### config.mk
export PLATFORM = sky130hd
export DESIGN_NAME = cmpsel_top
export DESIGN_NICKNAME = d
export VERILOG_FILES = /design/src/verilog/cmpsel_pkg.sv /design/src/verilog/cmpsel_pos_route.sv /design/src/verilog/cmpsel_neg_route.sv /design/src/verilog/cmpsel_top.sv
export SDC_FILE = /design/constraint.sdc
export NUM_CORES = 1
export LEC_CHECK = 0
export BUFFER_PORTS_ARGS = -buffer_cell sky130_fd_sc_hd__buf_2
export CAP_MARGIN = 20
export CORE_MARGIN = 4
export CORE_UTILIZATION = 45
export CTS_CLUSTER_SIZE = 10
export DETAILED_ROUTE_END_ITERATION = 6
export PLACE_DENSITY_LB_ADDON = 0.2
export SYNTH_ARGS = -nofsm -noshare
export SYNTH_HDL_FRONTEND = slang
export SYNTH_SLANG_ARGS = --single-unit
### constraint.sdc
create_clock -name aclk -period 2.3 [get_ports aclk]
set_input_delay 0.345 -clock aclk [delete_from_list [all_inputs] [get_ports aclk]]
set_output_delay 0.345 -clock aclk [all_outputs]
set_load 0.005 [all_outputs]
### src/verilog/cmpsel_pkg.sv
package cmpsel_pkg;

    // ****************************************************************
    // register map (byte addresses, one aligned word per register)
    // ****************************************************************
    localparam logic [7:0] CMPSEL_ADDR_MUX = 8'h00;     // conv_mux_reg
    localparam logic [7:0] CMPSEL_ADDR_CTRL_A = 8'h04;  // conv_ctrl_a_reg
    localparam logic [7:0] CMPSEL_ADDR_CTRL_B = 8'h08;  // conv_ctrl_b_reg
    localparam logic [7:0] CMPSEL_ADDR_CSR = 8'h0c;     // cmp_ctrl_status_reg
    localparam logic [7:0] CMPSEL_ADDR_PIN_DIS = 8'h10; // digital input disable
    localparam logic [7:0] CMPSEL_ADDR_STATUS = 8'h14;  // routing status, read only
    localparam logic [7:0] CMPSEL_ADDR_PIN = 8'h18;     // port input view, read only

    // ****************************************************************
    // field positions
    // ****************************************************************
    localparam int CMPSEL_MUX_SEL_LSB = 0;      // conv_channel_select [4:0]
    localparam int CMPSEL_MUX_REF_SEL_LSB = 6;  // conv_ref_select [7:6]
    localparam int CMPSEL_CTRL_A_EN_BIT = 7;    // conv_enable
    localparam int CMPSEL_CTRL_B_ME_BIT = 6;    // cmp_mux_enable
    localparam int CMPSEL_CTRL_B_DIV_LSB = 4;   // ref_division_select [5:4]
    localparam int CMPSEL_CSR_IRS_BIT = 6;      // cmp_internal_ref_select
    localparam int CMPSEL_PIN_DIS_POS_BIT = 7;  // pos_pin_input_disable
    localparam int CMPSEL_PIN_DIS_NEG_BIT = 6;  // neg_pin_input_disable

    // ****************************************************************
    // encodings and reset values
    // ****************************************************************
    localparam logic [4:0] CMPSEL_CHAN_MAX = 5'h0a;     // highest defined channel
    localparam logic [1:0] CMPSEL_REF_SEL_INTERNAL = 2'h3; // internal 2.56 V reference
    localparam logic [7:0] CMPSEL_REG_RESET = 8'h00;
    localparam int CMPSEL_NUM_CHAN = 11;

    // negative input source
    typedef enum logic [1:0] {
        CMPSEL_NEG_PIN = 2'b00,
        CMPSEL_NEG_DAC = 2'b01,
        CMPSEL_NEG_RSVD = 2'b10
    } cmpsel_neg_src_t;

    // positive input route
    typedef struct packed {
        logic use_mux;
        logic [4:0] channel;
        logic channel_valid;
    } cmpsel_pos_route_t;

    // negative input route, div is the reference shift (0 full .. 3 eighth)
    typedef struct packed {
        cmpsel_neg_src_t src;
        logic [1:0] div;
    } cmpsel_neg_route_t;

endpackage : cmpsel_pkg

### src/verilog/cmpsel_pos_route.sv
`timescale 1ns/1ps
module cmpsel_pos_route #(
    parameter int NUM_CHAN = 11
) (
    input wire logic mux_enable,
    input wire logic conv_enable,
    input wire logic [4:0] channel_select,
    output cmpsel_pkg::cmpsel_pos_route_t next_route,
    output logic [NUM_CHAN-1:0] next_chan_onehot
);
    import cmpsel_pkg::*;

    // ****************************************************************
    // positive input selection
    // ****************************************************************
    wire use_mux = mux_enable & ~conv_enable;
    wire chan_ok = (channel_select <= CMPSEL_CHAN_MAX);

    // out-of-range codes leave every channel switch open, not a random pin
    genvar g;
    generate
        for (g = 0; g < NUM_CHAN; g++) begin : g_chan
            assign next_chan_onehot[g] = use_mux & (channel_select == 5'(g));
        end
    endgenerate

    assign next_route.use_mux = use_mux;
    assign next_route.channel = channel_select;
    assign next_route.channel_valid = use_mux & chan_ok;
endmodule : cmpsel_pos_route

### src/verilog/cmpsel_neg_route.sv
`timescale 1ns/1ps
module cmpsel_neg_route (
    input wire logic internal_ref_select,
    input wire logic [1:0] ref_division,
    input wire logic [1:0] conv_ref_select,
    output cmpsel_pkg::cmpsel_neg_route_t next_route
);
    import cmpsel_pkg::*;

    // ****************************************************************
    // negative input selection
    // ****************************************************************
    // reserved reference settings are flagged so the dac stays parked
    wire ref_ok = (conv_ref_select == CMPSEL_REF_SEL_INTERNAL);
    assign next_route.src = !internal_ref_select ? CMPSEL_NEG_PIN :
                            (ref_ok ? CMPSEL_NEG_DAC : CMPSEL_NEG_RSVD);
    assign next_route.div = ref_division;
endmodule : cmpsel_neg_route

### src/verilog/cmpsel_top.sv
// Chosen here: the placing of the registers and the AXI4-Lite register port.
`timescale 1ns/1ps
// Overview of operation
// - setting a pin's disable bit turns off that pin's digital input buffer.
// - while a pin's disable bit is set, its port input bit reads zero.
// - mux enable set, converter off: selected channel feeds the positive input.
// - mux enable clear or converter on: positive pin feeds the positive input.
// - channel codes 0 to 10 pick channels 0 to 10; code 3 shares current source.
// - reference select set uses divided internal reference only with conv_ref_select 11, else neither; clear uses negative pin.
// - division codes 00..11 give full, half, quarter, eighth of 2.56 V.
module cmpsel_top #(
    parameter int NUM_CHAN = 11
) (
    input wire logic aclk,
    input wire logic aresetn,
    // axi4-lite slave
    input wire logic [7:0] s_axi_awaddr,
    input wire logic s_axi_awvalid,
    output logic s_axi_awready,
    input wire logic [31:0] s_axi_wdata,
    input wire logic [3:0] s_axi_wstrb,
    input wire logic s_axi_wvalid,
    output logic s_axi_wready,
    output logic [1:0] s_axi_bresp,
    output logic s_axi_bvalid,
    input wire logic s_axi_bready,
    input wire logic [7:0] s_axi_araddr,
    input wire logic s_axi_arvalid,
    output logic s_axi_arready,
    output logic [31:0] s_axi_rdata,
    output logic [1:0] s_axi_rresp,
    output logic s_axi_rvalid,
    input wire logic s_axi_rready,
    // raw digital levels of the two comparator pins
    input wire logic cmp_pos_pin_raw,
    input wire logic cmp_neg_pin_raw,
    // analog switch controls
    output logic cmp_pos_buf_enable,
    output logic cmp_neg_buf_enable,
    output logic pos_sel_pin,
    output logic [NUM_CHAN-1:0] pos_sel_chan,
    output logic neg_sel_pin,
    output logic neg_sel_dac,
    output logic [1:0] dac_division,
    output logic conv_enable
);
    import cmpsel_pkg::*;

    // ****************************************************************
    // control registers
    // ****************************************************************
    logic [7:0] conv_mux_reg;
    logic [7:0] conv_ctrl_a_reg;
    logic [7:0] conv_ctrl_b_reg;
    logic [7:0] cmp_ctrl_status_reg;
    logic [7:0] pin_disable_reg;

    wire [4:0] conv_channel_select = conv_mux_reg[CMPSEL_MUX_SEL_LSB +: 5];
    wire [1:0] conv_ref_select = conv_mux_reg[CMPSEL_MUX_REF_SEL_LSB +: 2];
    wire conv_en_bit = conv_ctrl_a_reg[CMPSEL_CTRL_A_EN_BIT];
    wire cmp_mux_enable = conv_ctrl_b_reg[CMPSEL_CTRL_B_ME_BIT];
    wire [1:0] ref_division_select = conv_ctrl_b_reg[CMPSEL_CTRL_B_DIV_LSB +: 2];
    wire cmp_internal_ref_select = cmp_ctrl_status_reg[CMPSEL_CSR_IRS_BIT];
    wire pos_pin_input_disable = pin_disable_reg[CMPSEL_PIN_DIS_POS_BIT];
    wire neg_pin_input_disable = pin_disable_reg[CMPSEL_PIN_DIS_NEG_BIT];

    // ****************************************************************
    // axi4-lite write path
    // ****************************************************************
    // address and data are latched independently so either may come first
    logic aw_held;
    logic w_held;
    logic [7:0] aw_addr;
    logic [7:0] w_data;
    logic w_lane0;

    assign s_axi_awready = ~aw_held & ~s_axi_bvalid;
    assign s_axi_wready = ~w_held & ~s_axi_bvalid;

    wire aw_take = s_axi_awvalid & s_axi_awready;
    wire w_take = s_axi_wvalid & s_axi_wready;
    wire aw_have = aw_held | aw_take;
    wire w_have = w_held | w_take;
    wire do_write = aw_have & w_have;
    wire [7:0] wr_addr = aw_held ? aw_addr : s_axi_awaddr;
    wire [7:0] wr_data = w_held ? w_data : s_axi_wdata[7:0];
    wire wr_lane0 = w_held ? w_lane0 : s_axi_wstrb[0];

    // decode used by both the write and the read path
    function automatic logic [2:0] cmpsel_decode(input logic [7:0] addr);
        unique case (addr)
            CMPSEL_ADDR_MUX: cmpsel_decode = 3'h1;
            CMPSEL_ADDR_CTRL_A: cmpsel_decode = 3'h2;
            CMPSEL_ADDR_CTRL_B: cmpsel_decode = 3'h3;
            CMPSEL_ADDR_CSR: cmpsel_decode = 3'h4;
            CMPSEL_ADDR_PIN_DIS: cmpsel_decode = 3'h5;
            CMPSEL_ADDR_STATUS: cmpsel_decode = 3'h6;
            CMPSEL_ADDR_PIN: cmpsel_decode = 3'h7;
            default: cmpsel_decode = 3'h0;
        endcase
    endfunction : cmpsel_decode

    wire [2:0] wr_sel = cmpsel_decode(wr_addr);
    wire wr_ok = (wr_sel != 3'h0);
    wire wr_en = do_write & wr_lane0;

    // handshake bookkeeping
    always_ff @(posedge aclk) begin
        if (!aresetn) begin
            aw_held <= 1'b0;
            w_held <= 1'b0;
            aw_addr <= 8'h00;
            w_data <= 8'h00;
            w_lane0 <= 1'b0;
        end else begin
            aw_held <= aw_have & ~do_write;
            w_held <= w_have & ~do_write;
            if (aw_take) begin
                aw_addr <= s_axi_awaddr;
            end
            if (w_take) begin
                w_data <= s_axi_wdata[7:0];
                w_lane0 <= s_axi_wstrb[0];
            end
        end
    end

    // write response, slverr for unmapped addresses
    always_ff @(posedge aclk) begin
        if (!aresetn) begin
            s_axi_bvalid <= 1'b0;
            s_axi_bresp <= 2'b00;
        end else if (do_write) begin
            s_axi_bvalid <= 1'b1;
            s_axi_bresp <= wr_ok ? 2'b00 : 2'b10;
        end else if (s_axi_bready) begin
            s_axi_bvalid <= 1'b0;
        end
    end

    // register updates, visible to the routing as soon as the flops load
    always_ff @(posedge aclk) begin
        if (!aresetn) begin
            conv_mux_reg <= CMPSEL_REG_RESET;
            conv_ctrl_a_reg <= CMPSEL_REG_RESET;
            conv_ctrl_b_reg <= CMPSEL_REG_RESET;
            cmp_ctrl_status_reg <= CMPSEL_REG_RESET;
            pin_disable_reg <= CMPSEL_REG_RESET;
        end else if (wr_en) begin
            if (wr_sel == 3'h1) conv_mux_reg <= wr_data & 8'hdf;
            if (wr_sel == 3'h2) conv_ctrl_a_reg <= wr_data;
            if (wr_sel == 3'h3) conv_ctrl_b_reg <= wr_data & 8'h77;
            if (wr_sel == 3'h4) cmp_ctrl_status_reg <= wr_data;
            if (wr_sel == 3'h5) pin_disable_reg <= wr_data;
        end
    end

    // ****************************************************************
    // routing
    // ****************************************************************
    cmpsel_pos_route_t next_pos;
    cmpsel_neg_route_t next_neg;
    logic [NUM_CHAN-1:0] next_onehot;

    cmpsel_pos_route #(
        .NUM_CHAN(NUM_CHAN)
    ) u_pos (
        .mux_enable(cmp_mux_enable),
        .conv_enable(conv_en_bit),
        .channel_select(conv_channel_select),
        .next_route(next_pos),
        .next_chan_onehot(next_onehot)
    );

    cmpsel_neg_route u_neg (
        .internal_ref_select(cmp_internal_ref_select),
        .ref_division(ref_division_select),
        .conv_ref_select(conv_ref_select),
        .next_route(next_neg)
    );

    // switch controls decode straight from the control flops, so a write lands
    // next cycle; between writes the flops hold them steady for the analog side
    assign pos_sel_pin = ~next_pos.use_mux;
    assign pos_sel_chan = next_onehot;
    assign neg_sel_pin = (next_neg.src == CMPSEL_NEG_PIN);
    assign neg_sel_dac = (next_neg.src == CMPSEL_NEG_DAC);
    assign dac_division = next_neg.div;
    assign conv_enable = conv_en_bit;
    assign cmp_pos_buf_enable = ~pos_pin_input_disable;
    assign cmp_neg_buf_enable = ~neg_pin_input_disable;

    // port input view forced to zero while the buffer is off
    wire pos_pin_read = cmp_pos_pin_raw & ~pos_pin_input_disable;
    wire neg_pin_read = cmp_neg_pin_raw & ~neg_pin_input_disable;

    // ****************************************************************
    // axi4-lite read path
    // ****************************************************************
    assign s_axi_arready = ~s_axi_rvalid;
    wire ar_take = s_axi_arvalid & s_axi_arready;
    wire [2:0] rd_sel = cmpsel_decode(s_axi_araddr);
    wire [7:0] status_view = {next_neg.src, next_neg.div, next_pos.channel_valid,
                              next_pos.use_mux, 2'b00};

    logic [7:0] rd_byte;
    always_comb begin
        unique case (rd_sel)
            3'h1: rd_byte = conv_mux_reg;
            3'h2: rd_byte = conv_ctrl_a_reg;
            3'h3: rd_byte = conv_ctrl_b_reg;
            3'h4: rd_byte = cmp_ctrl_status_reg;
            3'h5: rd_byte = pin_disable_reg;
            3'h6: rd_byte = status_view;
            3'h7: rd_byte = {6'h00, pos_pin_read, neg_pin_read};
            default: rd_byte = 8'h00;
        endcase
    end

    // read data registered; unmapped answers slverr with zero data
    always_ff @(posedge aclk) begin
        if (!aresetn) begin
            s_axi_rvalid <= 1'b0;
            s_axi_rdata <= 32'h0000_0000;
            s_axi_rresp <= 2'b00;
        end else if (ar_take) begin
            s_axi_rvalid <= 1'b1;
            s_axi_rdata <= {24'h000000, rd_byte};
            s_axi_rresp <= (rd_sel != 3'h0) ? 2'b00 : 2'b10;
        end else if (s_axi_rready) begin
            s_axi_rvalid <= 1'b0;
        end
    end
endmodule : cmpsel_top

[Word-level counts from Yosys, hierarchy flattened]
Index checks and enable logic that the tools add are counted.
Cells by class
  multipliers: 0
  bitwise operators: 35
  order comparisons: 1
  reduce and logical (&&, ||, !) cells: 13
  add/subtract/negate cells: 0
  shift-type cells: 0
  eq/ne operators: 36
  mux-type cells: 14
  div/mod/pow operators: 0
Operators with widths (count)
  one-hot mux 8 bit (7 select lines): 1
  == test 8 x 5 -> 1 bit, second input constant: 6
  one-hot mux 3 bit (7 select lines): 2
  == test 8 x 4 -> 1 bit, second input constant: 4
  bitwise AND 1 bit: 24
  == test 5 x 3 -> 1 bit, second input constant: 4
  == test 3 bit, second input constant: 6
  == test 8 x 3 -> 1 bit, second input constant: 2
  logical NOT 8 bit: 2
  two-way mux 8 bit: 2
  == test 5 x 4 -> 1 bit, second input constant: 3
  == test 3 x 2 -> 1 bit, second input constant: 4
  == test 5 x 2 -> 1 bit, second input constant: 2
  AND reduction 2 bit: 5
  inverter 1 bit: 9
  two-way mux 2 bit: 4
  == test 3 x 1 -> 1 bit, second input constant: 2
  nonzero test 3 bit: 2
  == test 5 x 1 -> 1 bit, second input constant: 1
  <= comparator 5 x 4 -> 1 bit, second input constant: 1
  logical NOT 5 bit: 1
  two-way mux 1 bit: 5
  nonzero test 2 bit: 2
  == test 2 x 1 -> 1 bit, second input constant: 1
  3 further kinds: 4
Word-level totals
  bits in latches: 0
  register bits: 70
  output and inout bits: 60
  memory bits (writable): 0
  input bits: 61
  memories: 0
  logic and storage cells: 114
  ROM bits: 0

[Longest topological paths before layout]
Gate-level depths: netlist of the first run.
  depth in word-level cells: 7
  depth in mapped cells: 7
  depth with buffers taken out: 4

[Cells and area by module]
A second synthesis of the first run with hierarchy kept.
Second synthesis, totals
  cells, all modules: 411
  area total of the unflattened synthesis: 3674.8 um^2
By module, submodules not included
  cmpsel_top: area each 3469.6 um^2, times used 1, cells an instance 379, seq. area each 1361.3 um^2
  cmpsel_pos_route: area each 172.7 um^2, times used 1, cells an instance 28, seq. area each 0.0 um^2
  cmpsel_neg_route: area each 32.5 um^2, times used 1, cells an instance 4, seq. area each 0.0 um^2

[Worst setup path before layout of the first run]
Ideal clock, no wire load.
  kind: in2reg
  from: in s_axi_awaddr[7]
  to: reg conv_mux_reg[0]
  data required time: 2.164 ns
  data arrival time: 1.695 ns
  library setup time: 0.136 ns
  stages: 4
  path buffers: 0
  path slack: 0.469 ns
  path through: or4_1 nor4_4 o211ai_2 mux2i_1
Between the ends
  word-level cells in the longest chain between the ends: 5
  elaborated cells on any way between the ends: 11
  classes of those cells: eq/ne: 7; mux: 2; reduce/logical: 2
RTL lines
  from (decl): line cmpsel_top.sv:17  | input wire logic [7:0] s_axi_awaddr,
  two-way mux 8 bit (*): line cmpsel_top.sv:85  | wire [7:0] wr_addr = aw_held ? aw_addr : s_axi_awaddr;
  == test 8 x 5 -> 1 bit (tied with other cells): line cmpsel_top.sv:91  | unique case (addr)
  one-hot mux 3 bit (7 select lines) (*): line cmpsel_top.sv:91
  == test 3 x 1 -> 1 bit (*): line cmpsel_top.sv:150  | if (wr_sel == 3'h1) conv_mux_reg <= wr_data & 8'hdf;
  AND reduction 2 bit (no line) (*)
  to (signal assigned): line cmpsel_top.sv:150
  to (decl): line cmpsel_top.sv:52  | logic [7:0] conv_mux_reg;
Every way passes the cells marked *; elsewhere a longest branch is shown, timed or not.
A chain may end at the register's enable or synchronous reset.

[Worst setup path in the final report of the first run]
  from: reg conv_ctrl_b_reg[6]
  to: out pos_sel_chan[0]
Between the ends
  word-level cells in the longest chain between the ends: 2
RTL lines
  from (decl): line cmpsel_top.sv:54  | logic [7:0] conv_ctrl_b_reg;
  from (signal assigned): line cmpsel_top.sv:152  | if (wr_sel == 3'h3) conv_ctrl_b_reg <= wr_data & 8'h77;
  bitwise AND 1 bit: line cmpsel_pos_route.sv:16  | wire use_mux = mux_enable & ~conv_enable;
  bitwise AND 1 bit: line cmpsel_pos_route.sv:23  | assign next_chan_onehot[g] = use_mux & (channel_select == 5'(g));
  to (decl): line cmpsel_top.sv:41  | output logic [NUM_CHAN-1:0] pos_sel_chan,
No other way between the ends.

==> impl_metrics.toml, run 1 <==
[sta]
skew_ns = 0.0128
finalSetupTns_ns = 0
period_minus_slack_ns = 2.14
finalMaxSlewViolations = 0
finalHoldViolations = 0
fin_crit_sh = 0.929
tightestPinTransition_ns = 0.652
fmax_ghz = 0.468
hold_ws_ns = 0.254
setup_violations = 0
slew_headroom = 0.564
rsz0062_at_grt = "false"

[run_status]
outcome = "complete, no violations"

[power]
pwr-share-clk = 0.415
seqPwrFrac = 0.475
sw_frac_of_total = 0.246
p_int_mw = 1.96
p_per_area_nw_per_um2 = 632
vdd_drop_max_uv = 288
p_comb_frac = 0.110
leakagePower_nw = 1.91
power.switching_mw = 0.640

[clocking]
cts_setup_buffers = 0
hold_buffers = 0
clk_latency_ns = 0.34
cts_tree = "built"
cts_inserted_buffers = 9
clk_pin_slew_ns = 0.07
htree_levels = 3
post_cts_resized = 0
clkSinkCount = 68
root_buffer = "clkbuf_8"
cts_max_path_buffers = 2

[synthesis]
syn_avg_cell_area_um2 = 8.92
synth_seq_cells = 68
synthArstFlopShare = 0
ys_seq_area_frac = 0.381
synth-main-ff-cell = "dfxtp_1"
ys_types = 54
netlist_area_um2 = 3570
yosys_warnings = 0
synth_edf_count = 0
synthCells = 400

[drt]
vias_per_cell = 5.09
post-route-drc-count = 0
ant_nets = 0
first_iter_violations = 69
wl_per_cell_um = 14.1
wirelength_um = 8020
drtPass1Iterations = 5
vias = 2895

[global_routing]
grt_pass1_vias = 2714
grt_overflow = 0
antenna_found_initial = 0
grt_max_degree = 39
grt_usage = 0.170
grt_pass1_wl_um = 13200

[worst_setup_path]
worstSetupEndpoint = "pos_sel_chan[0]"
reg2reg_from = "aw_addr[7]$_SDFFE_PN0P_"
setup.worst_path.class = "flop to output port"
end_kind = "output port"
r2r_setup_slack_ns = 0.42
critPathRequiredTime_ns = 1.96
crit_path_start_kind = "flop"
r2r_cells = 4
r2r-end = "pin_disable_reg[1]$_SDFFE_PN0P_"
cp.arrival_ns = 1.79
startpoint = "conv_ctrl_b_reg[6]$_SDFFE_PN0P_"
crit_path_max_fanout = 5

[placed_design]
hpwl_um = 5980
port_buffers = 67
finalWeightedCongestion = 0.810

[worst_hold_path]
min_path_type = "input port to flop"
holdPathStages = 2

[floorplan]
start_util = 0.462
die_w_um = 97.1
dieArea_um2 = 9420
fp-row-count = 32
coreArea_um2 = 7730
die_h_um = 97.1
ios = 121

[finish]
final_nets = 523
syn2layout_area_growth_pct = 15.4
multi_input_area_um2 = 1970
n_fill_cell = 730
layout-drive-gt1-share = 0.246
diodes = 0
regArea_um2 = 1360
finalCoreUtilization = 0.533

[job]
maxCapViolCount = 0
power groups by stage:
stage | registers [mW] | clock network [mW] | logic, mW
after global routing | 1.24 | 1.16 | 0.321
after detailed placement | 1.26 | 0 | 0.286
after global placement | 1.26 | 0 | 0.282
after CTS | 1.24 | 1.10 | 0.288
after floorplan | 1.25 | 0 | 0.228
final | 1.24 | 1.08 | 0.287
critical path: stages, from the launching register on:
cell and delay (ns):
dfxtp_1 0.37, or3b_4 0.43, or3_1 0.37, nor3_1 0.14, buf_2 0.14
logic make-up after synthesis:
| family | count (synthesis) | synth area share |
|---|---|---|
| other | 1 | 0.00105 |
| AND/OR/NAND/NOR | 155 | 0.212 |
| AO/OA/AOI/OAI | 60 | 0.131 |
| multiplexers | 58 | 0.181 |
| buffers and inverters | 58 | 0.0933 |
| flip-flops | 68 | 0.381 |
metal layers:
metal	vias to the layer above	GRT usage	wire, um
li1	1453	-	-
met1	1344	0.235	3780
met2	93	0.264	3650
met3	5	0.0366	533
met4	0	0.0583	63
met5	-	0	0
layout make-up:
class / count / share of cell area
clock inverters: 4 / 0.0176
inverters: 9 / 0.00820
clock buffers: 12 / 0.0352
multi-input cells: 299 / 0.478
well taps: 102 / 0.0310
repair buffers: 75 / 0.0990
flip-flops and latches: 68 / 0.330
cell usage in the layout (no fill, tap or decap), types with 3 or more instances in the layout:
cell      Yosys  final
a22o_1        4      4
clkbuf_8      0     10
o21ai_0      11     11
mux2_2       12     12
and2_1        8      8
a21boi_0     18     18
dfxtp_1      68     68
nor3_1        6      6
nor2b_1       6      6
a21oi_1       3      3
o211ai_2      3      3
nand2b_1      5      5
nand3_1       3      3
buf_4        30      7
mux2i_1      42     42
buf_2         1     67
conb_1        1     26
nor2_1       16     16
inv_1         9      9
nand2_1      91     91
o211a_1       3      3
mux4_2        4      4
synthesized netlist by cell type, types with 2 or more instances:
library cell,count,share of area
nand2_1,91,0.096
dfxtp_1,68,0.38
mux2i_1,42,0.12
buf_4,30,0.063
a21boi_0,18,0.038
clkbuf_1,17,0.018
nor2_1,16,0.017
mux2_2,12,0.038
o21ai_0,11,0.015
inv_1,9,0.0095
and2_1,8,0.014
nor2b_1,6,0.011
nor3_1,6,0.0084
nand2b_1,5,0.0088
a22o_1,4,0.0098
mux4_2,4,0.025
a21oi_1,3,0.0042
nand3_1,3,0.0042
o211a_1,3,0.0084
o211ai_2,3,0.011
a31oi_1,2,0.0035
and4b_1,2,0.0056
nand3b_1,2,0.0042
nor3b_1,2,0.0042
o21a_1,2,0.0042
o22ai_1,2,0.0035
or3b_2,2,0.0049
through the flow:
step	instances	total power, mW	area [um2]	worst slack (ns)
after floorplan	425	1.48	3660	0.469
after global placement	553	1.54	3900	0.187
after detailed placement	553	1.55	3900	0.150
after CTS	569	2.63	4120	0.0407
after global routing	569	2.72	4120	0.107
final	569	2.60	4120	0.163
worst min-delay path by stage:
stage                                    start                              end
6_report                         s_axi_arvalid        s_axi_rvalid$_SDFFE_PN0P_
3_5_place_dp       s_axi_rdata[4]$_SDFFE_PN0P_      s_axi_rdata[4]$_SDFFE_PN0P_
3_3_place_gp       s_axi_rdata[7]$_SDFFE_PN0P_      s_axi_rdata[7]$_SDFFE_PN0P_
4_1_cts                          s_axi_arvalid        s_axi_rvalid$_SDFFE_PN0P_
2_1_floorplan  conv_ctrl_a_reg[0]$_SDFFE_PN0P_  conv_ctrl_a_reg[0]$_SDFFE_PN0P_
5_1_grt                          s_axi_arvalid        s_axi_rvalid$_SDFFE_PN0P_
No activity file was read; power rests on OpenSTA's default activity.
==> inputs of run 2 (changes only) <==
--- a/config.mk
+++ b/config.mk
@@ -7,8 +7,10 @@
 export LEC_CHECK = 0
 export BUFFER_PORTS_ARGS = -buffer_cell sky130_fd_sc_hd__buf_2
 export CAP_MARGIN = 20
-export CORE_MARGIN = 4
-export CORE_UTILIZATION = 45
+export CELL_PAD_IN_SITES_DETAIL_PLACEMENT = 1
+export CELL_PAD_IN_SITES_GLOBAL_PLACEMENT = 1
+export CORE_MARGIN = 2
+export CORE_UTILIZATION = 37
 export CTS_CLUSTER_SIZE = 10
 export DETAILED_ROUTE_END_ITERATION = 6
 export PLACE_DENSITY_LB_ADDON = 0.2
==> impl_metrics.toml, run 2 (synthesis gave the netlist of run 1 again) <==
[finish]
final_nets = 525
syn2layout_area_growth_pct = 16.7
layout_commonest_cell = "nand2_1"
diodes = 0
n_fill_cell = 1142
layout-drive-gt1-share = 0.256
mostFrequentLayoutCells = "nand2_1 (91), dfxtp_1 (68), buf_2 (67), mux2i_1 (42), conb_1 (26)"

[global_routing]
grt_pass1_vias = 2874
antenna_found_initial = 0
grt_overflow = 0
grt_usage = 0.178
grt_pass1_wl_um = 14200
grt_max_degree = 36

[clocking]
cts_setup_buffers = 0
clk_latency_ns = 0.35
clkSinkCount = 68
root_buffer = "clkbuf_8"
post_cts_resized = 1
clk_pin_slew_ns = 0.08
cts_tree = "built"
cts_max_path_buffers = 2
htree_levels = 3
hold_buffers = 0
cts_inserted_buffers = 9

[power]
leakagePower_nw = 1.92
p_per_area_nw_per_um2 = 618
vdd_drop_max_uv = 301

[sta]
slew_headroom = 0.538
finalHoldViolations = 0
fmax_ghz = 0.466
finalSetupTns_ns = 0
fin_crit_sh = 0.933
rsz0062_at_grt = "false"
setup_violations = 0
hold_ws_ns = 0.237
period_minus_slack_ns = 2.15
skew_ns = 0.00720
finalMaxSlewViolations = 0
tightestPinTransition_ns = 0.691

[worst_setup_path]
crit_path_max_fanout = 5
crit_chain = "or3b_4 > or3_1 > nor2_1 > buf_2"
end_kind = "output port"
cp.arrival_ns = 1.80
crit_family = "simple AND/OR/NAND/NOR gates"
crit_path_start_kind = "flop"
cpPeakStageDelay_ns = 0.45
crit_buf_inv = 1
critPathRequiredTime_ns = 1.96
slowest_stage = "or3b_4"
setup.worst_path.class = "flop to output port"

[worst_hold_path]
min_path_type = "input port to flop"

[floorplan]
fp-row-count = 35
start_util = 0.384
die_w_um = 102
ios = 121
coreArea_um2 = 9280
dieArea_um2 = 10400
die_h_um = 102

[placed_design]
finalWeightedCongestion = 0.742
hpwl_um = 6790
port_buffers = 67

[drt]
wl_per_cell_um = 15.1
wirelength_um = 9010
vias_per_cell = 4.96
vias = 2967
drtPass1Iterations = 4
ant_nets = 0
first_iter_violations = 89
post-route-drc-count = 0

[run_status]
outcome = "complete, no violations"

[job]
maxCapViolCount = 0
[run 2: per-stage QoR]
| step | cells | total power, mW | area (um2) | utilization | worst slack (ns) |
|---|---|---|---|---|---|
| CTS | 598 | 2.60 | 4160 | 0.448 | 0.116 |
| floorplan | 425 | 1.48 | 3660 | - | 0.469 |
| finish | 598 | 2.57 | 4170 | 0.449 | 0.155 |
| global route | 598 | 2.70 | 4170 | 0.449 | 0.0347 |
| global placement | 582 | 1.55 | 3950 | 0.425 | 0.162 |
| detailed placement | 582 | 1.56 | 3950 | 0.425 | 0.117 |
[run 2: final cells by class]
cell class / instances / area (um2) / area share
multi-input combinational: 299 / 1980 / 0.474
sequential: 68 / 1360 / 0.327
timing repair buffer: 77 / 423 / 0.102
tap: 129 / 161 / 0.0388
clock buffer: 11 / 151 / 0.0363
clock inverter: 5 / 58.8 / 0.0141
inverter: 9 / 33.8 / 0.00811
[run 2: report_power, final]
| part | leakage, nW | internal (mW) | switching (mW) |
|---|---|---|---|
| Clock | 0.102 | 0.562 | 0.477 |
| Sequential | 0.552 | 1.21 | 0.0295 |
| Combinational | 1.26 | 0.118 | 0.177 |
| Total | 1.92 | 1.89 | 0.683 |
[run 2: final timing paths]
check                                                  endpoint                       startpoint  cells past startpoint  slack, ns
worst max-delay path                            pos_sel_chan[8]  conv_ctrl_a_reg[7]$_SDFFE_PN0P_                      4       0.15
worst min-delay path                  s_axi_rvalid$_SDFFE_PN0P_                    s_axi_arvalid                      2       0.24
worst max register to register     conv_mux_reg[4]$_SDFFE_PN0P_               aw_held$_SDFF_PN0_                      4       0.35
worst min register to register  pin_disable_reg[0]$_SDFFE_PN0P_  pin_disable_reg[0]$_SDFFE_PN0P_                      2       0.46
[run 2: per-layer routing]
layer,up-vias,part of all wire,GRT usage
li1,1457,-,-
met1,1419,0.50,0.241
met2,80,0.45,0.288
met3,11,0.040,0.0349
met4,0,0.014,0.0554
met5,-,0,0
